`src/lsd_map.svh`:
```
// Offsets, field positions, reset values and timing counts for the
// loop stall diagnosis event. Included by the top module and the testbench.
`ifndef LSD_MAP_SVH
`define LSD_MAP_SVH
// Register byte offsets on the AXI4-Lite slave.
`define LSD_OFF_CTRL 8'h00
`define LSD_OFF_MAIN 8'h04
`define LSD_OFF_SUB 8'h08
`define LSD_OFF_ONDLY 8'h0C
`define LSD_OFF_OFFDLY 8'h10
`define LSD_OFF_STAT 8'h14
`define LSD_OFF_IRQSTS 8'h18
`define LSD_OFF_IRQMSK 8'h1C
// Control field positions.
`define LSD_CTRL_TYPE_MSB 4
`define LSD_CTRL_REV_BIT 8
// Operation type code that selects this diagnosis.
`define LSD_TYPE_STALL 5'h16
// Manipulated output limits in tenths of a percent (100% and 0%).
`define LSD_MV_HI 16'h03E8
`define LSD_MV_LO 16'h0000
// Reset values of the settings.
`define LSD_RST_MAIN 16'h000A
`define LSD_RST_SUB 16'h0005
`define LSD_RST_ONDLY 16'h0064
`define LSD_RST_OFFDLY 16'h0032
// Interrupt status bits: event raised, event dropped.
`define LSD_IRQ_RISE 0
`define LSD_IRQ_FALL 1
// Control sampling period and system clock period.
`define LSD_SAMPLE_NS 100000000
`define LSD_CLK_NS 25
`define LSD_SAMPLE_CYC (`LSD_SAMPLE_NS / `LSD_CLK_NS)
// AXI responses.
`define LSD_RESP_OKAY 2'h0
`define LSD_RESP_SLVERR 2'h2
`endif

```
`src/lsd_pkg.sv`:
```
// Types shared by the loop stall diagnosis event block.
// Assumes the map header sits in the include path.
package lsd_pkg;
  // One sample of the loop: signed process value and setpoint,
  // output in tenths of a percent.
  typedef struct packed {
    logic signed [15:0] process_value;
    logic signed [15:0] setpoint_value;
    logic [15:0] manipulated_output;
  } loop_sample_s;

  // Where the manipulated output sits relative to its limits.
  typedef enum logic [2:0] {
    LIM_NONE = 3'b001,
    LIM_HI = 3'b010,
    LIM_LO = 3'b100
  } limit_e;

  // Whole state of the block.
  typedef struct packed {
    logic [21:0] div_cnt;
    logic tick;
    logic [4:0] op_type;
    logic reverse;
    logic [15:0] main_set;
    logic [15:0] sub_set;
    logic [15:0] on_dly;
    logic [15:0] off_dly;
    logic [15:0] boot_cnt;
    logic boot_done;
    limit_e lim;
    logic signed [15:0] ref_pv;
    logic [15:0] tmr;
    logic event_on;
    logic [1:0] irq_sts;
    logic [1:0] irq_msk;
    logic irq;
    logic aw_got;
    logic [7:0] aw_addr;
    logic w_got;
    logic [31:0] wdata;
    logic [3:0] wstrb;
    logic awready;
    logic wready;
    logic bvalid;
    logic [1:0] bresp;
    logic arready;
    logic rvalid;
    logic [31:0] rdata;
    logic [1:0] rresp;
  } lsd_state_s;
endpackage

```
`src/loop_stall_diag.sv`:
```
// Loop stall diagnosis event with an AXI4-Lite register slave.
// Assumes loop samples come from logic on the same clock and are steady
// around each sampling tick; one clock, asynchronous active-low reset.
//
// Behaviour
// Diagnosis active only for operation type 22.
// Measure change from reference captured at limit.
// Diagnosis time elapses before judging the change.
// Heat: small rise at high, fall at low.
// Cool: small fall at high, rise at low.
// Small deviation forces event off.
// Event held off for off-delay after reset.
// Timer runs only with limit and hold satisfied.
// Evaluate per sampling tick; restart leaving limit.
//
// Chosen here: the register addresses and the AXI4-Lite register port.
`timescale 1ns/1ps
`include "lsd_map.svh"

module loop_stall_diag #(
  parameter int SAMPLE_CYCLES = `LSD_SAMPLE_CYC
) (
  // Clock and reset.
  input wire logic i_sys_clk,
  input wire logic i_rst_n,
  // Loop samples.
  input wire lsd_pkg::loop_sample_s i_sample,
  // AXI4-Lite write channels.
  input wire logic i_s_axi_awvalid,
  input wire logic [7:0] i_s_axi_awaddr,
  output logic o_s_axi_awready,
  input wire logic i_s_axi_wvalid,
  input wire logic [31:0] i_s_axi_wdata,
  input wire logic [3:0] i_s_axi_wstrb,
  output logic o_s_axi_wready,
  output logic o_s_axi_bvalid,
  output logic [1:0] o_s_axi_bresp,
  input wire logic i_s_axi_bready,
  // AXI4-Lite read channels.
  input wire logic i_s_axi_arvalid,
  input wire logic [7:0] i_s_axi_araddr,
  output logic o_s_axi_arready,
  output logic o_s_axi_rvalid,
  output logic [31:0] o_s_axi_rdata,
  output logic [1:0] o_s_axi_rresp,
  input wire logic i_s_axi_rready,
  // Event and interrupt.
  output logic o_event,
  output logic o_irq
);

  // Applies byte enables of a write to a 16-bit register.
  function automatic logic [15:0] merge16(input logic [15:0] old,
                                          input logic [31:0] data,
                                          input logic [3:0] strb);
    logic [15:0] res;
    res = old;
    if (strb[0]) begin
      res[7:0] = data[7:0];
    end
    if (strb[1]) begin
      res[15:8] = data[15:8];
    end
    return res;
  endfunction

  // True when a 16-bit counter has reached a setting.
  function automatic logic reached(input logic [15:0] cnt,
                                   input logic [15:0] lim);
    return cnt >= lim;
  endfunction

  // Saturating increment so that long waits never wrap.
  function automatic logic [15:0] sat_inc(input logic [15:0] v);
    return (v == 16'hFFFF) ? v : v + 16'h0001;
  endfunction

  lsd_pkg::lsd_state_s st; // Registered state.
  lsd_pkg::lsd_state_s next_st; // Next value of the state.

  // Loop arithmetic, widened so that differences never overflow.
  logic signed [17:0] dev; // Process value minus setpoint.
  logic [17:0] dev_abs; // Magnitude of the deviation.
  logic dev_ok; // Deviation large enough to allow the event.
  logic at_hi; // Output at its upper limit.
  logic at_lo; // Output at its lower limit.
  logic signed [17:0] rise; // Rise of process value since reference.
  logic small_up; // Rise smaller than the main setting.
  logic small_dn; // Fall smaller than the main setting.
  logic stall; // Stall condition for the present polarity.
  logic [31:0] rd_word; // Read data for the present read address.
  logic rd_hit; // Read address is mapped.
  logic wr_hit; // Write address is mapped.

  // Deviation, limits and change since the reference.
  always_comb begin
    dev = 18'(i_sample.process_value) - 18'(i_sample.setpoint_value);
    dev_abs = dev[17] ? 18'(-dev) : 18'(dev);
    dev_ok = dev_abs >= {2'h0, st.sub_set};
    at_hi = i_sample.manipulated_output >= `LSD_MV_HI;
    at_lo = i_sample.manipulated_output == `LSD_MV_LO;
    // A fresh reference is the present sample, so the change is zero.
    if (st.lim == lsd_pkg::LIM_NONE ||
        (at_hi && st.lim != lsd_pkg::LIM_HI) ||
        (at_lo && st.lim != lsd_pkg::LIM_LO)) begin
      rise = 18'h00000;
    end else begin
      rise = 18'(i_sample.process_value) - 18'(st.ref_pv);
    end
    // change against main
    small_up = rise < $signed({2'h0, st.main_set});
    small_dn = -rise < $signed({2'h0, st.main_set});
    // heat polarity, R05 cool polarity
    if (!st.reverse) begin
      stall = at_hi ? small_up : small_dn;
    end else begin
      stall = at_hi ? small_dn : small_up;
    end
  end

  // Read mux over the register map.
  always_comb begin
    rd_word = 32'h00000000;
    rd_hit = 1'b1;
    case (i_s_axi_araddr)
      `LSD_OFF_CTRL: begin
        rd_word[`LSD_CTRL_TYPE_MSB:0] = st.op_type;
        rd_word[`LSD_CTRL_REV_BIT] = st.reverse;
      end
      `LSD_OFF_MAIN: rd_word[15:0] = st.main_set;
      `LSD_OFF_SUB: rd_word[15:0] = st.sub_set;
      `LSD_OFF_ONDLY: rd_word[15:0] = st.on_dly;
      `LSD_OFF_OFFDLY: rd_word[15:0] = st.off_dly;
      `LSD_OFF_STAT: begin
        rd_word[0] = st.event_on;
        rd_word[1] = st.boot_done;
        rd_word[4:2] = st.lim;
        rd_word[31:16] = st.tmr;
      end
      `LSD_OFF_IRQSTS: rd_word[1:0] = st.irq_sts;
      `LSD_OFF_IRQMSK: rd_word[1:0] = st.irq_msk;
      default: rd_hit = 1'b0;
    endcase
  end

  // Writable addresses.
  always_comb begin
    case (st.aw_addr)
      `LSD_OFF_CTRL, `LSD_OFF_MAIN, `LSD_OFF_SUB, `LSD_OFF_ONDLY,
      `LSD_OFF_OFFDLY, `LSD_OFF_IRQMSK: wr_hit = 1'b1;
      default: wr_hit = 1'b0;
    endcase
  end

  // Next state: divider, diagnosis, bus slave and interrupt.
  always_comb begin
    logic [1:0] ev_set;
    ev_set = 2'h0;
    next_st = st;
    next_st.tick = 1'b0;

    // Sampling tick from the divider; the loop is judged only here.
    if (st.div_cnt == 22'(SAMPLE_CYCLES - 1)) begin
      next_st.div_cnt = 22'h000000;
      next_st.tick = 1'b1;
    end else begin
      next_st.div_cnt = st.div_cnt + 22'h000001;
    end

    // per-tick evaluation
    if (st.tick) begin
      // power-on hold
      next_st.boot_cnt = sat_inc(st.boot_cnt);
      next_st.boot_done = reached(st.boot_cnt, st.off_dly);
      // reference capture
      if (at_hi) begin
        next_st.lim = lsd_pkg::LIM_HI;
        if (st.lim != lsd_pkg::LIM_HI) begin
          next_st.ref_pv = i_sample.process_value;
        end
      end else if (at_lo) begin
        next_st.lim = lsd_pkg::LIM_LO;
        if (st.lim != lsd_pkg::LIM_LO) begin
          next_st.ref_pv = i_sample.process_value;
        end
      end else begin
        next_st.lim = lsd_pkg::LIM_NONE;
      end
      // timer start condition
      if ((at_hi || at_lo) && dev_ok && next_st.lim == st.lim) begin
        next_st.tmr = sat_inc(st.tmr);
      end else begin
        // restart off limit
        next_st.tmr = 16'h0000;
      end
      // type gate, R03 diagnosis time, R06 deviation override
      next_st.event_on = (st.op_type == `LSD_TYPE_STALL) &&
                         next_st.boot_done && dev_ok &&
                         (at_hi || at_lo) && stall &&
                         reached(next_st.tmr, st.on_dly);
    end
    ev_set[`LSD_IRQ_RISE] = next_st.event_on && !st.event_on;
    ev_set[`LSD_IRQ_FALL] = !next_st.event_on && st.event_on;

    // Write address and data are taken in either order.
    if (i_s_axi_awvalid && st.awready) begin
      next_st.aw_got = 1'b1;
      next_st.aw_addr = i_s_axi_awaddr;
    end
    if (i_s_axi_wvalid && st.wready) begin
      next_st.w_got = 1'b1;
      next_st.wdata = i_s_axi_wdata;
      next_st.wstrb = i_s_axi_wstrb;
    end
    if (st.aw_got && st.w_got && !st.bvalid) begin
      next_st.aw_got = 1'b0;
      next_st.w_got = 1'b0;
      next_st.bvalid = 1'b1;
      next_st.bresp = wr_hit ? `LSD_RESP_OKAY : `LSD_RESP_SLVERR;
      case (st.aw_addr)
        `LSD_OFF_CTRL: begin
          if (st.wstrb[0]) begin
            next_st.op_type = st.wdata[`LSD_CTRL_TYPE_MSB:0];
          end
          if (st.wstrb[1]) begin
            next_st.reverse = st.wdata[`LSD_CTRL_REV_BIT];
          end
        end
        `LSD_OFF_MAIN:
          next_st.main_set = merge16(st.main_set, st.wdata, st.wstrb);
        `LSD_OFF_SUB:
          next_st.sub_set = merge16(st.sub_set, st.wdata, st.wstrb);
        `LSD_OFF_ONDLY:
          next_st.on_dly = merge16(st.on_dly, st.wdata, st.wstrb);
        `LSD_OFF_OFFDLY:
          next_st.off_dly = merge16(st.off_dly, st.wdata, st.wstrb);
        `LSD_OFF_IRQMSK: begin
          if (st.wstrb[0]) begin
            next_st.irq_msk = st.wdata[1:0];
          end
        end
        default: next_st.bresp = `LSD_RESP_SLVERR;
      endcase
    end
    if (st.bvalid && i_s_axi_bready) begin
      next_st.bvalid = 1'b0;
    end

    // One read at a time; a read of the interrupt status clears it.
    if (st.rvalid && i_s_axi_rready) begin
      next_st.rvalid = 1'b0;
    end
    if (i_s_axi_arvalid && st.arready) begin
      next_st.rvalid = 1'b1;
      next_st.rdata = rd_word;
      next_st.rresp = rd_hit ? `LSD_RESP_OKAY : `LSD_RESP_SLVERR;
      if (i_s_axi_araddr == `LSD_OFF_IRQSTS) begin
        next_st.irq_sts = 2'h0;
      end
    end
    // A new event wins over a clear in the same cycle.
    next_st.irq_sts = next_st.irq_sts | ev_set;
    next_st.irq = |(next_st.irq_sts & next_st.irq_msk);

    // Ready flags follow the channel occupancy.
    next_st.awready = !next_st.aw_got && !next_st.bvalid;
    next_st.wready = !next_st.w_got && !next_st.bvalid;
    next_st.arready = !next_st.rvalid;
  end

  // State register; reset sets every field to a constant.
  always_ff @(posedge i_sys_clk or negedge i_rst_n) begin
    if (!i_rst_n) begin
      st <= '0;
      st.lim <= lsd_pkg::LIM_NONE;
      st.main_set <= `LSD_RST_MAIN;
      st.sub_set <= `LSD_RST_SUB;
      st.on_dly <= `LSD_RST_ONDLY;
      st.off_dly <= `LSD_RST_OFFDLY;
      st.awready <= 1'b1;
      st.wready <= 1'b1;
      st.arready <= 1'b1;
    end else begin
      st <= next_st;
    end
  end

  // Outputs straight from the state flip-flops.
  assign o_s_axi_awready = st.awready;
  assign o_s_axi_wready = st.wready;
  assign o_s_axi_bvalid = st.bvalid;
  assign o_s_axi_bresp = st.bresp;
  assign o_s_axi_arready = st.arready;
  assign o_s_axi_rvalid = st.rvalid;
  assign o_s_axi_rdata = st.rdata;
  assign o_s_axi_rresp = st.rresp;
  assign o_event = st.event_on;
  assign o_irq = st.irq;
endmodule

```
`config.mk`:
```
export PLATFORM = sky130hd
export DESIGN_NAME = loop_stall_diag
export DESIGN_NICKNAME = d
export VERILOG_FILES = /design/src/lsd_pkg.sv /design/src/loop_stall_diag.sv
export VERILOG_INCLUDE_DIRS = /design/src /design/src/src
export SDC_FILE = /design/constraint.sdc
export NUM_CORES = 1
export LEC_CHECK = 0
export ABC_AREA = 1
export BUFFER_PORTS_ARGS = -buffer_cell sky130_fd_sc_hd__buf_2
export CORE_ASPECT_RATIO = 1.75
export CORE_MARGIN = 4
export CORE_UTILIZATION = 57
export CTS_CLUSTER_DIAMETER = 80
export DETAILED_ROUTE_END_ITERATION = 8
export GPL_ROUTABILITY_DRIVEN = 0
export PLACE_DENSITY = 0.86
export SYNTH_ARGS = -nofsm -noshare
export SYNTH_HDL_FRONTEND = slang
export SYNTH_SLANG_ARGS = --single-unit
```
`constraint.sdc`:
```
create_clock -name i_sys_clk -period 10.3 [get_ports i_sys_clk]
set_clock_uncertainty 0.15 [all_clocks]
set_input_delay 0.515 -clock i_sys_clk [delete_from_list [all_inputs] [get_ports i_sys_clk]]
set_output_delay 0.515 -clock i_sys_clk [all_outputs]
set_load 0.01 [all_outputs]
```
==> summary.md <==
| Metric | Value |
|---|---|
| Status | complete, no violations |
| Largest net degree at the start of global routing | 83 |
| Syn Std Cell Area | 14,700 um^2 |
| Die area | 28,400 um^2 |
| Root buffer selected by CTS | clkbuf_16 |
| Power per cell area | 165 nW/um^2 |
| Top FF cell, synth | dfrtp_1 |
| Worst vdd rail ir drop | 0.000114 V |
| Final WL | 38,000 um |
| GRT Total Usage | 26.5% |
| Reg2Reg Depth | 29 |
| Num CTS Buffers | 22 |
| Layout cells sized above 1 | 12.2% |
| LEAKAGE | 0.00855 uW |
| Final min period | 6140 ps |
| Final setup TNS | 0 ps |
| DIE HEIGHT | 220 um |
| Synthesized flop and latch total | 218 |
| Share of total power in the clock network | 30.7% |
| Number of flip-flops in the largest register | 177 |
| Mean post-synth cell area | 7.60 um^2 |
| Synth Warn # | 0 |
| CTS tree | yes |
| Worst stage delay on the critical path | 440 ps |
| Final setup fails | 0 |
| DRC Markers | 0 |
| Initial antenna violation count | 0 |
| Sw Pwr | 954 uW |
| First-pass GRT wire length | 60,900 um |
| GR Overflow Total | 0 |
| Vias in the first global route | 12,900 |
| Most frequent CP cell | nand2_1 |
| Routed len/inst | 16.1 um |
| # IOs | 150 |
| Seq/Total Area, Yosys | 37.3% |
| Total clock sinks | 218 |
| EDFF count, synth | 0 |
| Slowest CP cell | fa_1 |
| Worst Hold Path Cells | 3 |
| Core box area | 25,300 um^2 |
| Nets | 2,245 |
| CP Data Arrival Time | 6410 ps |
| Fin crit share | 59.6% |
| Slew at the pin closest to its max-slew limit | 1180 ps |
| CP endpoint kind | register |
| Area Growth Syn to Fin | 9.65% |
| Crit Path Max Fanout | 15 |
| DR vias | 13,200 |
| DRT iter0 DRCs | 965 |
| Req. time, crit path | 10,570 ps |
| Reg clk slew, reported paths | 70 ps |
| Input/output buffers | 129 |
| Initial Utilization | 57.9% |
| Combinational share of power | 29.1% |
| Estimated wirelength of the detail-placed design | 29,600 um |
| Vias per cell | 5.61 |
| Distinct cells, synth | 67 |
| Hold Crit Class | input pin to register |
| FILL cells | 2,162 |
| Cells after Synth | 1,928 |
| Post-route cell area | 16,100 um^2 |
| RSZ-0062 raised after global routing | no |
| Clk_lat worst skew | 550 ps |
| Drt first pass iters | 6 |
| Remaining antenna violation count | 0 |
| # H-tree levels | 1 |
| Slew Limit Headroom | 21.3% |
| Die width | 129 um |
| Buffers from clock root to sink, at most | 3 |
| Max cap viols | 0 |
| Reg power frac | 40.2% |
| FP Rows | 77 |
| Net Sw Frac | 36.0% |
| Final number of hold-violating endpoints | 0 |
| Ys async rst share | 100% |
| Fin. max-slew vios | 0 |
| Setup crit start kind | input pin |
| Peak Freq | 0.163 GHz |
| Largest Register | st |
| Antenna diodes | 0 |
| Placed Area | 15,300 um^2 |
| Cell-internal power | 1700 uW |
| Critical path class | input pin to register |
## layout by cell type (no fill, tap or decap), types with 5 or more instances in the layout
master     count
xnor2_1       16
nand3_2        5
nand2_2        8
a211oi_1       8
clkbuf_16     22
nand3_1       80
nand4_1       30
o21ai_0      138
dfstp_2       14
xor2_1        49
buf_2        128
nand2_4        8
o2111ai_1      8
a21o_1         6
nor2_2         5
a21oi_1       94
ha_1         115
clkinv_2       5
inv_2         11
o21ai_1       12
nor2_1       155
dfrtp_1      204
inv_1        303
o22ai_1        6
a221oi_1       9
nor3_1        36
nor4_1        10
nand2_1      449
o21ai_2       12
o31ai_1       16
## routing by layer
| layer | part of all wire, % | vias to the layer above | GRT usage, % |
|---|---|---|---|
| li1 | - | 6411 | - |
| met5 | 0 | - | 0 |
| met2 | 52 | 460 | 49.1 |
| met3 | 5.5 | 148 | 2.51 |
| met4 | 6.9 | 0 | 16.3 |
| met1 | 36 | 6186 | 28.4 |
## per-stage QoR
step / utilization, % / total power [uW] / std cells / hold WS, ps / setup WS [ps]
2_1_floorplan: - / 1580 / 1929 / 69.4 / 5100
3_3_place_gp: 60.5 / 1800 / 2311 / 261 / 3770
3_5_place_dp: 60.5 / 1840 / 2311 / 271 / 3660
4_1_cts: 63.4 / 2650 / 2353 / 13.4 / 4160
5_1_grt: 63.4 / 2800 / 2353 / 28.4 / 3560
6_report: 63.4 / 2650 / 2353 / 29.3 / 4160
## synth_stat cells (all sizes together) (2+ instances only)
cell type,number,area [um^2]
nand3b,5,50.1
ha,115,1440
clkbuf,24,90.1
buf,41,314
nor3,37,190
a21oi,96,495
dfrtp,204,5100
o221ai,2,17.5
dfstp,14,368
a221oi,9,78.8
o22ai,6,37.5
fa,2,40.0
a31oi,4,25.0
inv,315,1180
clkinv,2,7.51
o21ai,162,856
o31ai,16,120
nand3,85,450
nand4,31,200
nand2,465,1820
a21boi,3,22.5
and3,2,12.5
or2,5,31.3
nor4,10,62.6
a21o,6,45.0
o211ai,4,30.0
o21a,4,30.0
o2111ai,8,70.1
o21bai,2,26.3
nor2,162,636
xnor2,18,173
xor2,52,489
a211oi,8,60.1
## kinds of logic (layout without fill, tap and decap cells)
| kind of cell | after synthesis | in the layout | share of synthesized area [%] |
|---|---|---|---|
| compound gates | 334 | 334 | 13.3 |
| xor+xnor | 70 | 70 | 4.52 |
| fa+ha+maj | 117 | 117 | 10.1 |
| buf+inv | 383 | 491 | 11.0 |
| flops | 218 | 218 | 37.3 |
| mux | 1 | 1 | 0.0768 |
| other cells | 1 | 2 | 0.0256 |
| simple gates | 804 | 804 | 23.7 |
## path summary, 6_finish.rpt
check                            startpoint  slack, ps          endpoint
min in group asynchronous           i_rst_n        380            st[82]
setup reg to reg                    st[109]       5470             o_irq
hold reg to reg              o_s_axi_rvalid        280   o_s_axi_arready
max in group asynchronous           i_rst_n       8250  o_s_axi_rdata[5]
setup / recovery               i_sample[32]       4160             o_irq
hold / removal             i_s_axi_wstrb[0]         30            st[41]
## repair_timing
item                                   in CTS  in global routing
setup buffers                               0                  0
endpoints found under the hold margin      77                  0
hold buffers                                2                  0
resized for setup                           0                  0
## worst max-delay path, delay by kind of cell
family	cells	cell delay, ps
AND/OR/NAND/NOR	23	2930
adder cells (fa/ha/maj)	4	1110
buffers and inverters	7	890
AO/OA/AOI/OAI	6	800
XOR/XNOR	1	140
## power by group through the flow
stage                     Combinational, uW  Clock [uW]  Sequential, uW
after floorplan                         521           0            1060
after global placement                  725           0            1070
after detailed placement                757           0            1080
after CTS                               766         826            1060
after global routing                    866         856            1080
final                                   771         813            1070
## area by class of cell
type | count | area (um^2) | share of cell area [%]
multi-input cells | 1328 | 7590 | 47.2
repair buffers | 134 | 698 | 4.34
well taps | 316 | 395 | 2.46
clock inverters | 14 | 164 | 1.02
inverters | 317 | 1190 | 7.42
flip-flops and latches | 218 | 5470 | 34.0
clock buffers | 26 | 566 | 3.52
No activity file was read; power rests on OpenSTA's default activity.
